[config.mk]
export PLATFORM = sky130hd
export DESIGN_NAME = hdlc_tdm_transceiver
export DESIGN_NICKNAME = d
export VERILOG_FILES = /design/src/hw/hdlc_tdm_transceiver.v
export VERILOG_INCLUDE_DIRS = /design/src /design/src/hw
export SDC_FILE = /design/constraint.sdc
export NUM_CORES = 2
export LEC_CHECK = 0
export BUFFER_PORTS_ARGS = -buffer_cell sky130_fd_sc_hd__buf_2
export CELL_PAD_IN_SITES_DETAIL_PLACEMENT = 0
export CELL_PAD_IN_SITES_GLOBAL_PLACEMENT = 1
export CORE_ASPECT_RATIO = 1.4
export CORE_UTILIZATION = 46
export CTS_BUF_LIST = sky130_fd_sc_hd__clkbuf_4 sky130_fd_sc_hd__clkbuf_8
export DETAILED_ROUTE_END_ITERATION = 10
export PLACE_DENSITY = 0.79
export SETUP_SLACK_MARGIN = 0.02
export SLEW_MARGIN = 15
export SYNTH_ARGS = -nofsm -noshare
export SYNTH_HDL_FRONTEND = slang
export SYNTH_SLANG_ARGS = --single-unit
[constraint.sdc]
create_clock -name sys_clk -period 9.82 [get_ports sys_clk]
set_clock_uncertainty 0.2 [all_clocks]
set_input_delay 0.982 -clock sys_clk [delete_from_list [all_inputs] [get_ports sys_clk]]
set_output_delay 0.982 -clock sys_clk [all_outputs]
set_load 0.02 [all_outputs]
[src/hw/hdlc_map.vh]
`ifndef HDLC_MAP_VH
`define HDLC_MAP_VH
// Register byte offsets
`define A_CHSEL   8'h00
`define A_CFG     8'h04
`define A_STAT    8'h08
`define A_RXD     8'h0c
`define A_TXD     8'h10
// Config fields
`define C_IDLE    0
`define C_ECHO    1
`define C_LOOP    2
`define C_HALT    3
`define CFG_RST   8'h00
// Status bits
`define S_DONE    0
`define S_CRC     1
`define S_RABT    2
`define S_OVR     3
`define S_LLI     4
`define S_STC     5
`define S_IDL     6
`define S_UNR     0
`define S_TABT    1
`define S_SENT    2
// Line patterns
`define P_FLAG    8'h7e
`define P_ABORT   8'h7f
`define P_IDLE    8'hff
// Check word
`define CRC_INIT  16'hffff
`define CRC_POLY  16'h8408
`define CRC_GOOD  16'hf0b8
// Buffer sizes and thresholds
`define RX_DEPTH  3'd6
`define TX_DEPTH  3'd4
`define CRC_BYTES 3'd2
`define ABT_MIN   3'd3
`define IDLE_ONES 4'd15
`define IDLE_LAST 4'd14
`define FLAG_ONES 4'd6
`define STUF_ONES 4'd5
`endif

[src/hw/hdlc_tdm_transceiver.v]
`include "hdlc_map.vh"
module hdlc_tdm_transceiver (
  input  wire        sys_clk,          // System clock
  input  wire        rst_n,            // Async reset
  input  wire        wb_cyc_i,         // Bus cycle
  input  wire        wb_stb_i,         // Bus strobe
  input  wire        wb_we_i,          // Write enable
  input  wire [7:0]  wb_adr_i,         // Byte address
  input  wire [3:0]  wb_sel_i,         // Byte lanes
  input  wire [31:0] wb_dat_i,         // Write data
  output reg  [31:0] wb_dat_o,         // Read data
  output reg         wb_ack_o,         // Acknowledge
  input  wire        rx_line,          // Serial receive data
  input  wire        rx_line_clock,    // Receive bit clock
  input  wire        rx_slot_strobe,   // Receive slot valid
  input  wire [2:0]  rx_slot_number,   // Receive channel
  input  wire        serial_out_clock, // Transmit bit clock
  input  wire        tx_slot_strobe,   // Transmit slot valid
  input  wire [2:0]  tx_slot_number,   // Transmit channel
  output reg         serial_out_line   // Serial transmit data
);

localparam T_FILL  = 8'h01;
localparam T_OPEN  = 8'h02;
localparam T_DATA  = 8'h04;
localparam T_CRCL  = 8'h08;
localparam T_CRCH  = 8'h10;
localparam T_CLOSE = 8'h20;
localparam T_TRAIL = 8'h40;
localparam T_ABORT = 8'h80;

////////////////////////////////////////////////////////////////////////////////
// Helpers

function [15:0] crc_step;
  input [15:0] c;
  input        b;
  begin
    crc_step = (c[0] ^ b) ? ((c >> 1) ^ `CRC_POLY) : (c >> 1);
  end
endfunction

function [2:0] wrap6;
  input [3:0] v;
  reg   [3:0] t;
  begin
    t = (v >= 4'd6) ? v - 4'd6 : v;
    wrap6 = t[2:0];
  end
endfunction

function [5:0] ridx;
  input [2:0] ch;
  input [2:0] p;
  begin
    ridx = {ch, 3'b000} - {2'b00, ch, 1'b0} + {3'b000, p};
  end
endfunction

function [2:0] rx_hold;
  input [2:0] fb;
  begin
    rx_hold = (fb >= `CRC_BYTES) ? `CRC_BYTES : fb;
  end
endfunction

////////////////////////////////////////////////////////////////////////////////
// Pin synchronisers and edge detection

wire [10:0] pins = {rx_line_clock, rx_line, rx_slot_strobe, rx_slot_number,
                    serial_out_clock, tx_slot_strobe, tx_slot_number};
reg  [10:0] s1;
reg  [10:0] s2;
reg  [10:0] s3;
reg  [10:0] pf;
reg  [10:0] pp;

// Three stages; level moves once stages two and three agree
always @(posedge sys_clk or negedge rst_n)
begin
  if (!rst_n)
  begin
    // Bit clocks park high, so no false edge follows reset
    s1 <= 11'h410;
    s2 <= 11'h410;
    s3 <= 11'h410;
    pf <= 11'h410;
    pp <= 11'h410;
  end
  else
  begin
    s1 <= pins;
    s2 <= s1;
    s3 <= s2;
    pf <= ((s2 ~^ s3) & s3) | ((s2 ^ s3) & pf);
    pp <= pf;
  end
end

wire       rx_go = pf[10] & ~pp[10] & pf[8];
wire       tx_go = ~pf[4] & pp[4] & pf[3];
wire [2:0] rc    = pf[7:5];
wire [2:0] tc    = pf[2:0];

////////////////////////////////////////////////////////////////////////////////
// Per-channel state

reg [2:0]  chsel;
reg [7:0]  cfg     [0:7];
reg [6:0]  r_stat  [0:7];
reg [2:0]  t_stat  [0:7];
reg [3:0]  r_ones  [0:7];
reg [6:0]  r_dly   [0:7];
reg [2:0]  r_dfill [0:7];
reg [7:0]  r_sh    [0:7];
reg [2:0]  r_bc    [0:7];
reg        r_in    [0:7];
reg [2:0]  r_fb    [0:7];
reg [15:0] r_crc   [0:7];
reg [2:0]  r_cnt   [0:7];
reg [2:0]  r_rd    [0:7];
reg [7:0]  r_mem   [0:47];
reg        e_bit   [0:7];
reg [7:0]  t_st    [0:7];
reg [7:0]  t_sh    [0:7];
reg [2:0]  t_bc    [0:7];
reg [2:0]  t_ones  [0:7];
reg [15:0] t_crc   [0:7];
reg [3:0]  t_tr    [0:7];
reg        t_last  [0:7];
reg        t_halt  [0:7];
reg        t_prev  [0:7];
reg [2:0]  t_cnt   [0:7];
reg [1:0]  t_rd    [0:7];
reg [8:0]  t_mem   [0:31];

////////////////////////////////////////////////////////////////////////////////
// Receive decode

wire       rb     = cfg[rc][`C_LOOP] ? t_prev[rc] : pf[9];
wire [3:0] ro     = r_ones[rc];
wire [2:0] rf     = r_dfill[rc];
wire [2:0] rcnt   = r_cnt[rc];
wire [2:0] rfb    = r_fb[rc];
wire       rpush  = rb ? (ro < `FLAG_ONES) : (ro != `STUF_ONES && ro != `FLAG_ONES);
wire       rout   = r_dly[rc][6];
wire       remit  = rpush && rf == 3'd7 && r_in[rc];
wire [7:0] rbyte  = {rout, r_sh[rc][7:1]};
wire [15:0] rcrc  = crc_step(r_crc[rc], rout);
wire       rflag  = !rb && ro == `FLAG_ONES;
wire       rabort = rb && ro == `FLAG_ONES;
wire       ridle  = rb && ro == `IDLE_LAST;
wire       rclose = r_in[rc] && rfb != 3'd0;
wire       rbad   = r_crc[rc] != `CRC_GOOD || r_bc[rc] != 3'd0 || rfb < `CRC_BYTES;
wire [2:0] rdrop  = (rfb > rcnt) ? rcnt : rfb;
wire       rbig   = rfb >= `ABT_MIN;
wire [5:0] rwi    = ridx(rc, wrap6({1'b0, r_rd[rc]} + {1'b0, rcnt}));

// Closing flag status, idle ended by flags
wire [6:0] fset = ({6'h00, rclose} << `S_DONE)
                | ({6'h00, rclose & rbad} << `S_CRC)
                | ({6'h00, rclose & r_stat[rc][`S_OVR]} << `S_LLI)
                | ({6'h00, r_stat[rc][`S_IDL]} << `S_STC);
// Abort status
wire [6:0] aset = ({6'h00, r_in[rc] & rbig} << `S_RABT)
                | ({6'h00, r_in[rc] & rbig & (rcnt > rfb)} << `S_LLI);

////////////////////////////////////////////////////////////////////////////////
// Transmit decode

wire [7:0]  ts     = t_st[tc];
wire [7:0]  tsh    = t_sh[tc];
wire [2:0]  tbc    = t_bc[tc];
wire [2:0]  tcnt   = t_cnt[tc];
wire        techo  = cfg[tc][`C_ECHO];
wire        tcount = (ts & (T_DATA | T_CRCL | T_CRCH)) != 8'h00;
wire        tstuff = t_ones[tc] == 3'd5 && (tcount || (ts == T_CLOSE && tbc == 3'd0));
wire        tb     = techo ? e_bit[tc] : (tstuff ? 1'b0 : tsh[0]);
wire [15:0] tcrc   = crc_step(t_crc[tc], tsh[0]);
wire [7:0]  tfill  = cfg[tc][`C_IDLE] ? `P_IDLE : `P_FLAG;
wire [8:0]  tpop   = t_mem[{tc, t_rd[tc]}];

////////////////////////////////////////////////////////////////////////////////
// Bus decode

wire       req    = wb_cyc_i & wb_stb_i & ~wb_ack_o;
wire       busy   = (rx_go && rc == chsel) || (tx_go && tc == chsel);
wire       take   = req & ~busy;
wire       wr     = take & wb_we_i;
wire       havail = r_cnt[chsel] > rx_hold(r_fb[chsel]);
wire [5:0] hidx   = ridx(chsel, r_rd[chsel]);
wire       pop    = take & ~wb_we_i & wb_adr_i == `A_RXD & havail;
wire       push   = wr & wb_adr_i == `A_TXD & wb_sel_i[0] & t_cnt[chsel] < `TX_DEPTH;
wire [1:0] hwp    = t_rd[chsel] + t_cnt[chsel][1:0];
wire [9:0] clr    = wb_dat_i[9:0] & {{2{wb_sel_i[1]}}, {8{wb_sel_i[0]}}};
reg  [31:0] rdata;

// Read mux
always @*
begin
  case (wb_adr_i)
    `A_CHSEL: rdata = {29'h0, chsel};
    `A_CFG:   rdata = {24'h0, cfg[chsel]};
    `A_STAT:  rdata = {16'h0, t_cnt[chsel], r_cnt[chsel], t_stat[chsel], r_stat[chsel]};
    `A_RXD:   rdata = {23'h0, havail, r_mem[hidx]};
    default:  rdata = 32'h0;
  endcase
end

////////////////////////////////////////////////////////////////////////////////
// Channel engine and register file

integer i;
always @(posedge sys_clk or negedge rst_n)
begin
  if (!rst_n)
  begin
    chsel <= 3'h0;
    wb_ack_o <= 1'b0;
    wb_dat_o <= 32'h0;
    serial_out_line <= 1'b1;
    for (i = 0; i < 8; i = i + 1)
    begin
      cfg[i] <= `CFG_RST;
      r_stat[i] <= 7'h00;
      t_stat[i] <= 3'h0;
      r_ones[i] <= 4'h0;
      r_dly[i] <= 7'h00;
      r_dfill[i] <= 3'h0;
      r_sh[i] <= 8'h00;
      r_bc[i] <= 3'h0;
      r_in[i] <= 1'b0;
      r_fb[i] <= 3'h0;
      r_crc[i] <= `CRC_INIT;
      r_cnt[i] <= 3'h0;
      r_rd[i] <= 3'h0;
      e_bit[i] <= 1'b1;
      t_st[i] <= T_FILL;
      t_sh[i] <= `P_FLAG;
      t_bc[i] <= 3'h0;
      t_ones[i] <= 3'h0;
      t_crc[i] <= `CRC_INIT;
      t_tr[i] <= 4'h0;
      t_last[i] <= 1'b0;
      t_halt[i] <= 1'b0;
      t_prev[i] <= 1'b1;
      t_cnt[i] <= 3'h0;
      t_rd[i] <= 2'h0;
    end
    for (i = 0; i < 48; i = i + 1)
      r_mem[i] <= 8'h00;
    for (i = 0; i < 32; i = i + 1)
      t_mem[i] <= 9'h000;
  end
  else
  begin
    // Receive bit for the addressed channel
    if (rx_go)
    begin
      e_bit[rc] <= rb;
      if (!cfg[rc][`C_ECHO])
      begin
        r_ones[rc] <= rb ? ((ro == `IDLE_ONES) ? ro : ro + 4'd1) : 4'h0;
        // Seven-bit delay hides flag bits from data
        if (rpush)
        begin
          r_dly[rc] <= {r_dly[rc][5:0], rb};
          r_dfill[rc] <= (rf == 3'd7) ? rf : rf + 3'd1;
        end
        if (remit)
        begin
          r_crc[rc] <= rcrc;
          r_sh[rc] <= rbyte;
          r_bc[rc] <= r_bc[rc] + 3'd1;
          if (r_bc[rc] == 3'd7)
          begin
            r_fb[rc] <= (rfb == 3'd7) ? rfb : rfb + 3'd1;
            if (rcnt == `RX_DEPTH)
              r_stat[rc] <= r_stat[rc] | (7'h01 << `S_OVR);
            else
            begin
              r_mem[rwi] <= rbyte;
              r_cnt[rc] <= rcnt + 3'd1;
            end
          end
        end
        if (ridle && !r_stat[rc][`S_IDL])
          r_stat[rc] <= r_stat[rc] | (7'h01 << `S_IDL) | (7'h01 << `S_STC);
        // Flag: close frame, open next
        if (rflag)
        begin
          r_stat[rc] <= (r_stat[rc] & ~(7'h01 << `S_IDL)) | fset;
          if (rclose)
            r_cnt[rc] <= rcnt - rx_hold(rfb);
          r_in[rc] <= 1'b1;
          r_dfill[rc] <= 3'h0;
          r_fb[rc] <= 3'h0;
          r_bc[rc] <= 3'h0;
          r_crc[rc] <= `CRC_INIT;
        end
        // Abort: drop frame, clear check
        if (rabort)
        begin
          r_stat[rc] <= r_stat[rc] | aset;
          if (r_in[rc])
            r_cnt[rc] <= rcnt - rdrop;
          r_in[rc] <= 1'b0;
          r_dfill[rc] <= 3'h0;
          r_fb[rc] <= 3'h0;
          r_bc[rc] <= 3'h0;
          r_crc[rc] <= `CRC_INIT;
        end
      end
    end
    // Transmit bit for the addressed channel
    if (tx_go)
    begin
      serial_out_line <= tb;
      t_prev[tc] <= tb;
      if (!techo && tstuff)
        t_ones[tc] <= 3'h0;
      else if (!techo)
      begin
        t_ones[tc] <= (tcount && tsh[0]) ? t_ones[tc] + 3'd1 : 3'h0;
        if (ts == T_DATA)
          t_crc[tc] <= tcrc;
        t_sh[tc] <= {1'b0, tsh[7:1]};
        t_bc[tc] <= tbc + 3'd1;
        // Byte boundary decisions
        if (tbc == 3'd7)
        begin
          case (ts)
            T_FILL:
            begin
              t_halt[tc] <= 1'b0;
              if (tcnt != 3'h0)
              begin
                t_st[tc] <= T_OPEN;
                t_sh[tc] <= `P_FLAG;
              end
              else
                t_sh[tc] <= tfill;
            end
            T_OPEN:
            begin
              t_st[tc] <= T_DATA;
              t_crc[tc] <= `CRC_INIT;
              t_sh[tc] <= tpop[7:0];
              t_last[tc] <= tpop[8];
              t_rd[tc] <= t_rd[tc] + 2'd1;
              t_cnt[tc] <= tcnt - 3'd1;
            end
            T_DATA:
            begin
              if (t_halt[tc])
              begin
                t_st[tc] <= T_ABORT;
                t_sh[tc] <= `P_ABORT;
                t_halt[tc] <= 1'b0;
                t_stat[tc] <= t_stat[tc] | (3'h1 << `S_TABT);
              end
              else if (t_last[tc])
              begin
                t_st[tc] <= T_CRCL;
                t_sh[tc] <= ~tcrc[7:0];
              end
              else if (tcnt == 3'h0)
              begin
                t_st[tc] <= T_ABORT;
                t_sh[tc] <= `P_ABORT;
                t_stat[tc] <= t_stat[tc] | (3'h1 << `S_UNR);
              end
              else
              begin
                t_sh[tc] <= tpop[7:0];
                t_last[tc] <= tpop[8];
                t_rd[tc] <= t_rd[tc] + 2'd1;
                t_cnt[tc] <= tcnt - 3'd1;
              end
            end
            T_CRCL:
            begin
              t_st[tc] <= T_CRCH;
              t_sh[tc] <= ~t_crc[tc][15:8];
            end
            T_CRCH:
            begin
              t_st[tc] <= T_CLOSE;
              t_sh[tc] <= `P_FLAG;
            end
            T_CLOSE:
            begin
              t_stat[tc] <= t_stat[tc] | (3'h1 << `S_SENT);
              if (cfg[tc][7:4] != 4'h0)
              begin
                t_st[tc] <= T_TRAIL;
                t_tr[tc] <= cfg[tc][7:4] - 4'd1;
                t_sh[tc] <= `P_FLAG;
              end
              else
              begin
                t_st[tc] <= T_FILL;
                t_sh[tc] <= tfill;
              end
            end
            T_TRAIL:
            begin
              if (t_tr[tc] == 4'h0)
              begin
                t_st[tc] <= T_FILL;
                t_sh[tc] <= tfill;
              end
              else
              begin
                t_tr[tc] <= t_tr[tc] - 4'd1;
                t_sh[tc] <= `P_FLAG;
              end
            end
            T_ABORT:
            begin
              t_st[tc] <= T_FILL;
              t_sh[tc] <= tfill;
            end
            default:
            begin
              t_st[tc] <= T_FILL;
              t_sh[tc] <= tfill;
            end
          endcase
        end
      end
    end
    // Bus slave: one-cycle answer, held off while channel busy
    wb_ack_o <= take;
    if (take && !wb_we_i)
      wb_dat_o <= rdata;
    if (wr && wb_adr_i == `A_CHSEL && wb_sel_i[0])
      chsel <= wb_dat_i[2:0];
    if (wr && wb_adr_i == `A_CFG && wb_sel_i[0])
    begin
      cfg[chsel] <= wb_dat_i[7:0] & ~(8'h01 << `C_HALT);
      if (wb_dat_i[`C_HALT])
        t_halt[chsel] <= 1'b1;
    end
    if (wr && wb_adr_i == `A_STAT)
    begin
      r_stat[chsel] <= r_stat[chsel] & ~(clr[6:0] & ~(7'h01 << `S_IDL));
      t_stat[chsel] <= t_stat[chsel] & ~clr[9:7];
    end
    if (pop)
    begin
      r_rd[chsel] <= wrap6({1'b0, r_rd[chsel]} + 4'd1);
      r_cnt[chsel] <= r_cnt[chsel] - 3'd1;
    end
    if (push)
    begin
      t_mem[{chsel, hwp}] <= wb_dat_i[8:0];
      t_cnt[chsel] <= t_cnt[chsel] + 3'd1;
    end
  end
end

endmodule

# Word-level counts from Yosys, hierarchy flattened
# Cells that the tools add are included.
dict set report op_classes {
  addsub 24
  order_cmp 23
  eq_ne 34
  muxes 324
  n_bitwise 104
  n_reduce_logical 53
}
# operator n
set op_table {}
lappend op_table {{2-to-1 mux 128 bit} 13}
lappend op_table {{2-to-1 mux 24 bit} 54}
lappend op_table {{case mux 64 bit (7 select lines)} 2}
lappend op_table {{2-to-1 mux 56 bit} 15}
lappend op_table {{2-to-1 mux 64 bit} 13}
lappend op_table {{bitwise AND 56 bit} 8}
lappend op_table {{bitwise mux 64 bit} 7}
lappend op_table {{inverter 56 bit} 8}
lappend op_table {{bitwise mux 24 bit} 16}
lappend op_table {{bitwise mux 384 bit} 1}
lappend op_table {{OR 128 bit} 3}
lappend op_table {{bitwise mux 56 bit} 6}
lappend op_table {{bitwise mux 288 bit} 1}
lappend op_table {{bitwise mux 128 bit} 2}
lappend op_table {{2-to-1 mux 8 bit} 31}
lappend op_table {{2-to-1 mux 16 bit} 11}
lappend op_table {{bitwise AND 24 bit} 7}
lappend op_table {{binary-select mux 8 bit (select 3 bit)} 6}
lappend op_table {{binary-select mux 3 bit (select 3 bit)} 14}
lappend op_table {{2-to-1 mux 3 bit} 41}
lappend op_table {{binary-select mux 16 bit (select 3 bit)} 2}
lappend op_table {{bitwise mux 32 bit} 3}
lappend op_table {{demux 16 bit (select 3 bit)} 2}
lappend op_table {{case mux 24 bit (2 select lines)} 2}
lappend op_table {{other kinds (110)} 294}
dict set report word_totals {
  regBits 1724
  in_bits 60
  out_inout_bits 34
  word_cells 851
}

# Longest topological paths before layout
dict set report logic_depth {
  ltp_word 26
  mapped_depth 28
}

# Worst setup path after synthesis
# No wires, ideal clock.
dict set report synth_timing {
  kind {reg-to-reg}
  startpoint {register pf[5]}
  endpoint {register r_mem[320] (netlist bit)}
  setup_ns 0.125
  arrival_ns 6.449
  t_required_ns 9.495
  slack_ns 3.046
  stages_incl_launch_ff 27
  path_buffers 10
  path_cell_list {dfrtp_1 -> buf_4 -> buf_6 -> buf_6 -> buf_6 -> nor2_1 -> clkbuf_1 -> clkbuf_1 -> buf_1 -> a22o_1 -> a221oi_1 -> nand3_1 -> inv_1 -> fa_1 -> xnor2_1 -> nor2_1 -> mux2_2 -> ha_1 -> clkbuf_1 -> o21a_1 -> nor2_1 -> xnor2_1 -> clkbuf_1 -> buf_1 -> nor2_4 -> nand2_1 -> mux2_2}
}
dict set report synth_via {
  elab_chain_cells 14
  elab_cells_between_ends 55
}
# element line_no
set synth_rtl {}
lappend synth_rtl {{start: declaration} hdlc_tdm_transceiver.v:75} ;# reg [10:0] pf;
lappend synth_rtl {{start signal: assignment} hdlc_tdm_transceiver.v:95} ;# pf <= ((s2 ~^ s3) & s3) | ((s2 ^ s3) & pf);
lappend synth_rtl {{inverter 3 -> 4 bit} n/a}
lappend synth_rtl {{binary-select mux 3 bit (select 3 bit) (on tied branches)} {hdlc_tdm_transceiver.v:157, hdlc_tdm_transceiver.v:143}}
lappend synth_rtl {{2-to-1 mux 3 bit (on tied branches) (2 in series)} {hdlc_tdm_transceiver.v:157, hdlc_tdm_transceiver.v:143}}
lappend synth_rtl {{adder 3 x 3 -> 4 bit} hdlc_tdm_transceiver.v:157} ;# wire [5:0] rwi = ridx(rc, wrap6({1'b0, r_rd[rc]} + {1'b0, rcnt}));
lappend synth_rtl {{>= comparator 4 x 3 -> 1 bit or subtractor 3 bit (tied branches)} hdlc_tdm_transceiver.v:47} ;# t = (v >= 4'd6) ? v - 4'd6 : v;
lappend synth_rtl {{2-to-1 mux 3 bit} hdlc_tdm_transceiver.v:47}
lappend synth_rtl {{adder 6 x 3 -> 6 bit} hdlc_tdm_transceiver.v:56} ;# ridx = {ch, 3'b000} - {2'b00, ch, 1'b0} + {3'b000, p};
lappend synth_rtl {{inverter 6 -> 7 bit (implied by the code)} hdlc_tdm_transceiver.v:282} ;# r_mem[rwi] <= rbyte;
lappend synth_rtl {{>= comparator 7 bit (implied by the code) or less-than comparator 7 x 1 -> 1 bit (tied branches)} hdlc_tdm_transceiver.v:282}
lappend synth_rtl {{logical AND 1 bit (implied by the code)} hdlc_tdm_transceiver.v:282}
lappend synth_rtl {{2-to-1 mux 8 bit (implied by the code)} hdlc_tdm_transceiver.v:282}
lappend synth_rtl {{demux 8 bit (select 6 bit)} hdlc_tdm_transceiver.v:282}
lappend synth_rtl {{bitwise mux 384 bit} hdlc_tdm_transceiver.v:282}
lappend synth_rtl {{end signal: indexed assignment} hdlc_tdm_transceiver.v:282}
lappend synth_rtl {{end: declaration} hdlc_tdm_transceiver.v:122} ;# reg [7:0] r_mem [0:47];
# Several ways; a longest one is shown, not always the timed one. The select of a mux whose other input is x is not followed.
# A chain may end at the register's enable or synchronous reset.

# Final worst setup path
dict set report layout_timing {
  startpoint {register pf[6]}
  endpoint {register r_mem[91] (netlist bit)}
}
# The elaborated chain is that of the path after synthesis.

==> impl_metrics.toml <==
[logic_synthesis]
synth-async-reset-ratio_pct = 100.0
synth_cells = 8078
yosysSeqAreaShare_pct = 50.51
synth_common_cells = "1344 x dfrtp_1, 817 x nor2_1, 804 x nand2_1"
synth.most_common_cell = "dfrtp_1"
synthTopCellsByArea = "dfrtp_1 40%, dfstp_2 11%, mux2_2 7.0%"
synth.distinct_cells = 106
synth_top_cell_by_area = "dfrtp_1"
syn_avg_cell_area_sq_um = 10.43
ys_seq_elements = 1683
syn_area_sq_um = 84230
yosys_warnings = 0
ys.flop_type = "dfrtp_1"
synth_top_area_share_pct = 39.93
synth_edf_count = 0

[critical_path]
startpoint_type = "flip-flop"
crit_cells = 20
critPathBufInv = 3
critPathKind = "flip-flop to flip-flop"
critPathMaxStageDelay_ns = 1.13
crit_required_ns = 10.47
crit_path_cell_trace = "nand2b_1, nor2_4, a22oi_1, and4_1, buf_4, inv_1, ha_1, inv_1, fa_1, xnor2_1, nor2_1, mux2_2, ha_1, o21a_1, o21ai_0, nand2_1, xnor2_1, nand4b_1, nor3_2, a21oi_1"
r2r_cells = 20
cp_max_fo = 42
critPathTopFamily = "simple AND/OR/NAND/NOR gates"
cp-end-kind = "flip-flop"
cp.arrival_ns = 8.22
cpMaxStageDelayCell = "nor3_2"

[timing]
rsz0062_at_grt = "no"
whs_ns = 0.1398
hold_viol_final = 0
slew_headroom_pct = 13.03
setup_viol = 0
min_period_ns = 7.567
max_freq_mhz = 132.2
tns_ns = 0
fin_crit_sh_pct = 77.05
worst_slew_pin_slew_ns = 1.291
slew_viol_final = 0

[clocking]
cts_sinks = 1683
clk_latency_ns = 1.08
postCtsSetupRepairBufs = 0
htree_levels = 5
ctsHoldBuffers = 12
cts_tree = "built"
cts_root_buf = "clkbuf_8"
ctsResizeCount = 0
clk_pin_slew_ns = 0.06
cts_buffers = 291
cts.path.max_buffers = 4

[floorplan]
row_count = 185
core_area_sq_um = 181700
die_h_um = 508.3
io_pins = 94
die_width_um = 363.6
dieArea_sq_um = 184800
initial_utilization_pct = 46.35

[place]
gp_congestion = 1.004
port_buffers = 53
dp.final_hpwl_mm = 207.8

[run]
max-cap-violations = 0

[detailed_routing]
drt_pass1_iterations = 9
detail_route.iter0.violations = 7339
ant_nets = 0
routed_wl_mm = 311.8
drc = 0
dr_total_vias = 69671
wl_per_cell_um = 29.18
vias_per_cell = 6.519

[power_and_ir_drop]
p_leak_nw = 40.58
power_density_nw_per_um2 = 184.0
switching_share_pct = 30.07
pwr-share-seq_pct = 45.0
vdd_drop_max_mv = 0.1549
pwr-share-comb_pct = 15.2
power.share.clock_pct = 39.8
power.internal_w = 0.01200
p_sw_w = 0.005162

[final_layout]
area_delta_synth_final_pct = 10.79
nNetsFinal = 8160
fillerInstances = 16279
drive_above_1_share_pct = 23.63

[outcome]
status = "finished clean"

[min_path]
hold_path_class = "flip-flop to flip-flop"
holdPathStages = 0

[global_route]
antenna_found_initial = 8
gr-total-overflow = 0
grt_pass1_vias = 69725
grt_pass1_wl_mm = 462.3
grt_max_degree = 173
grt_usage_pct = 33.59
-- sequential cells by signal (all words and copies together), names as in the netlist, 32 cells and up, named ones only --
signal and cells:
t_sh 64, r_dly 56, t_tr 32, r_stat 56, r_crc 48, t_mem 288, r_ones 32, r_mem 384
t_st 64, t_crc 128, r_sh 56, cfg 56
-- path summary, 6_finish.rpt --
kind / slack [ns] / end / startpoint
worst min-delay path: 0.14 / s2[4] / s1[4]
worst max register to register: 2.25 / r_mem[91] / pf[6]
worst min register to register: 0.14 / s2[4] / s1[4]
max in group asynchronous: 6.52 / r_mem[91] / rst_n
worst max-delay path: 2.25 / r_mem[91] / pf[6]
min in group asynchronous: 0.37 / t_mem[56] / rst_n
-- power groups by stage --
stage	logic, W	registers, W	clock network (W)
after floorplan	0.00155	0.00769	0
after global placement	0.00251	0.00781	0
after detailed placement	0.00255	0.00782	0
after CTS	0.00255	0.00771	0.00693
after global routing	0.00275	0.00775	0.00724
final	0.00261	0.00772	0.00683
-- cell type report --
class | count | area [sq um] | share of cell area (%)
repair buffers | 277 | 2117 | 2.269
well taps | 2431 | 3042 | 3.260
multi-input cells | 5724 | 39230 | 42.04
diodes | 8 | 20.02 | 0.02145
inverters | 62 | 232.7 | 0.2494
clock inverters | 40 | 375.4 | 0.4023
flip-flops and latches | 1683 | 42560 | 45.61
clock buffers | 463 | 5741 | 6.152
-- layout by cell type, fill, tap and decap left out, types with 29 or more instances in the layout --
| cell type | n |
|---|---|
| dfrtp_1 | 1338 |
| nand2_1 | 801 |
| nor2_1 | 797 |
| a21oi_1 | 663 |
| mux2_2 | 522 |
| o21ai_0 | 504 |
| clkbuf_8 | 362 |
| dfstp_2 | 339 |
| a22oi_1 | 257 |
| buf_4 | 202 |
| nand3_1 | 200 |
| o22a_1 | 200 |
| mux2i_1 | 188 |
| mux4_2 | 156 |
| clkbuf_4 | 101 |
| nor3_1 | 92 |
| a31oi_1 | 92 |
| o22ai_1 | 79 |
| a211oi_1 | 62 |
| o31ai_1 | 62 |
| nand4_1 | 59 |
| inv_1 | 58 |
| ha_1 | 56 |
| a22o_1 | 54 |
| buf_2 | 52 |
| a221oi_1 | 46 |
| nor2b_1 | 43 |
| o211ai_1 | 41 |
| and3_1 | 39 |
| and4_1 | 38 |
| nor2_2 | 34 |
| o221ai_1 | 32 |
| nor4_1 | 29 |
| a21o_1 | 29 |
-- metrics by stage --
step | instance area, sq um | util, % | std cells | worst slack [ns] | total power, W
4_1_cts | 93280 | 51.34 | 10680 | 2.313 | 0.01719
3_5_place_dp | 87040 | 47.90 | 10165 | 2.384 | 0.01037
3_3_place_gp | 87040 | 47.90 | 10165 | 2.390 | 0.01032
6_report | 93310 | 51.35 | 10688 | 2.253 | 0.01717
5_1_grt | 93300 | 51.34 | 10681 | 1.739 | 0.01775
2_1_floorplan | 84280 | - | 8093 | 3.046 | 0.009238
-- routing by layer --
| metal | up-vias | track usage (%) | part of all wire (%) |
|---|---|---|---|
| li1 | 29753 | - | - |
| met1 | 34881 | 40.22 | 37 |
| met2 | 3793 | 53.25 | 46 |
| met3 | 1244 | 6.886 | 8.3 |
| met4 | 0 | 25.50 | 8.7 |
| met5 | - | 0 | 0 |
-- kinds of logic after synthesis --
logic type                 share of synthesized area [%]
AOI/OAI and AO/OA                                  18.43
xor gates and xnor gates                          0.4650
adders and majority gates                         0.9329
buffers and inverters                              3.390
DFF                                                50.51
muxes                                              13.71
other                                           0.008917
and+or+nand+nor                                    12.56
(Power assumes the default switching activity.)
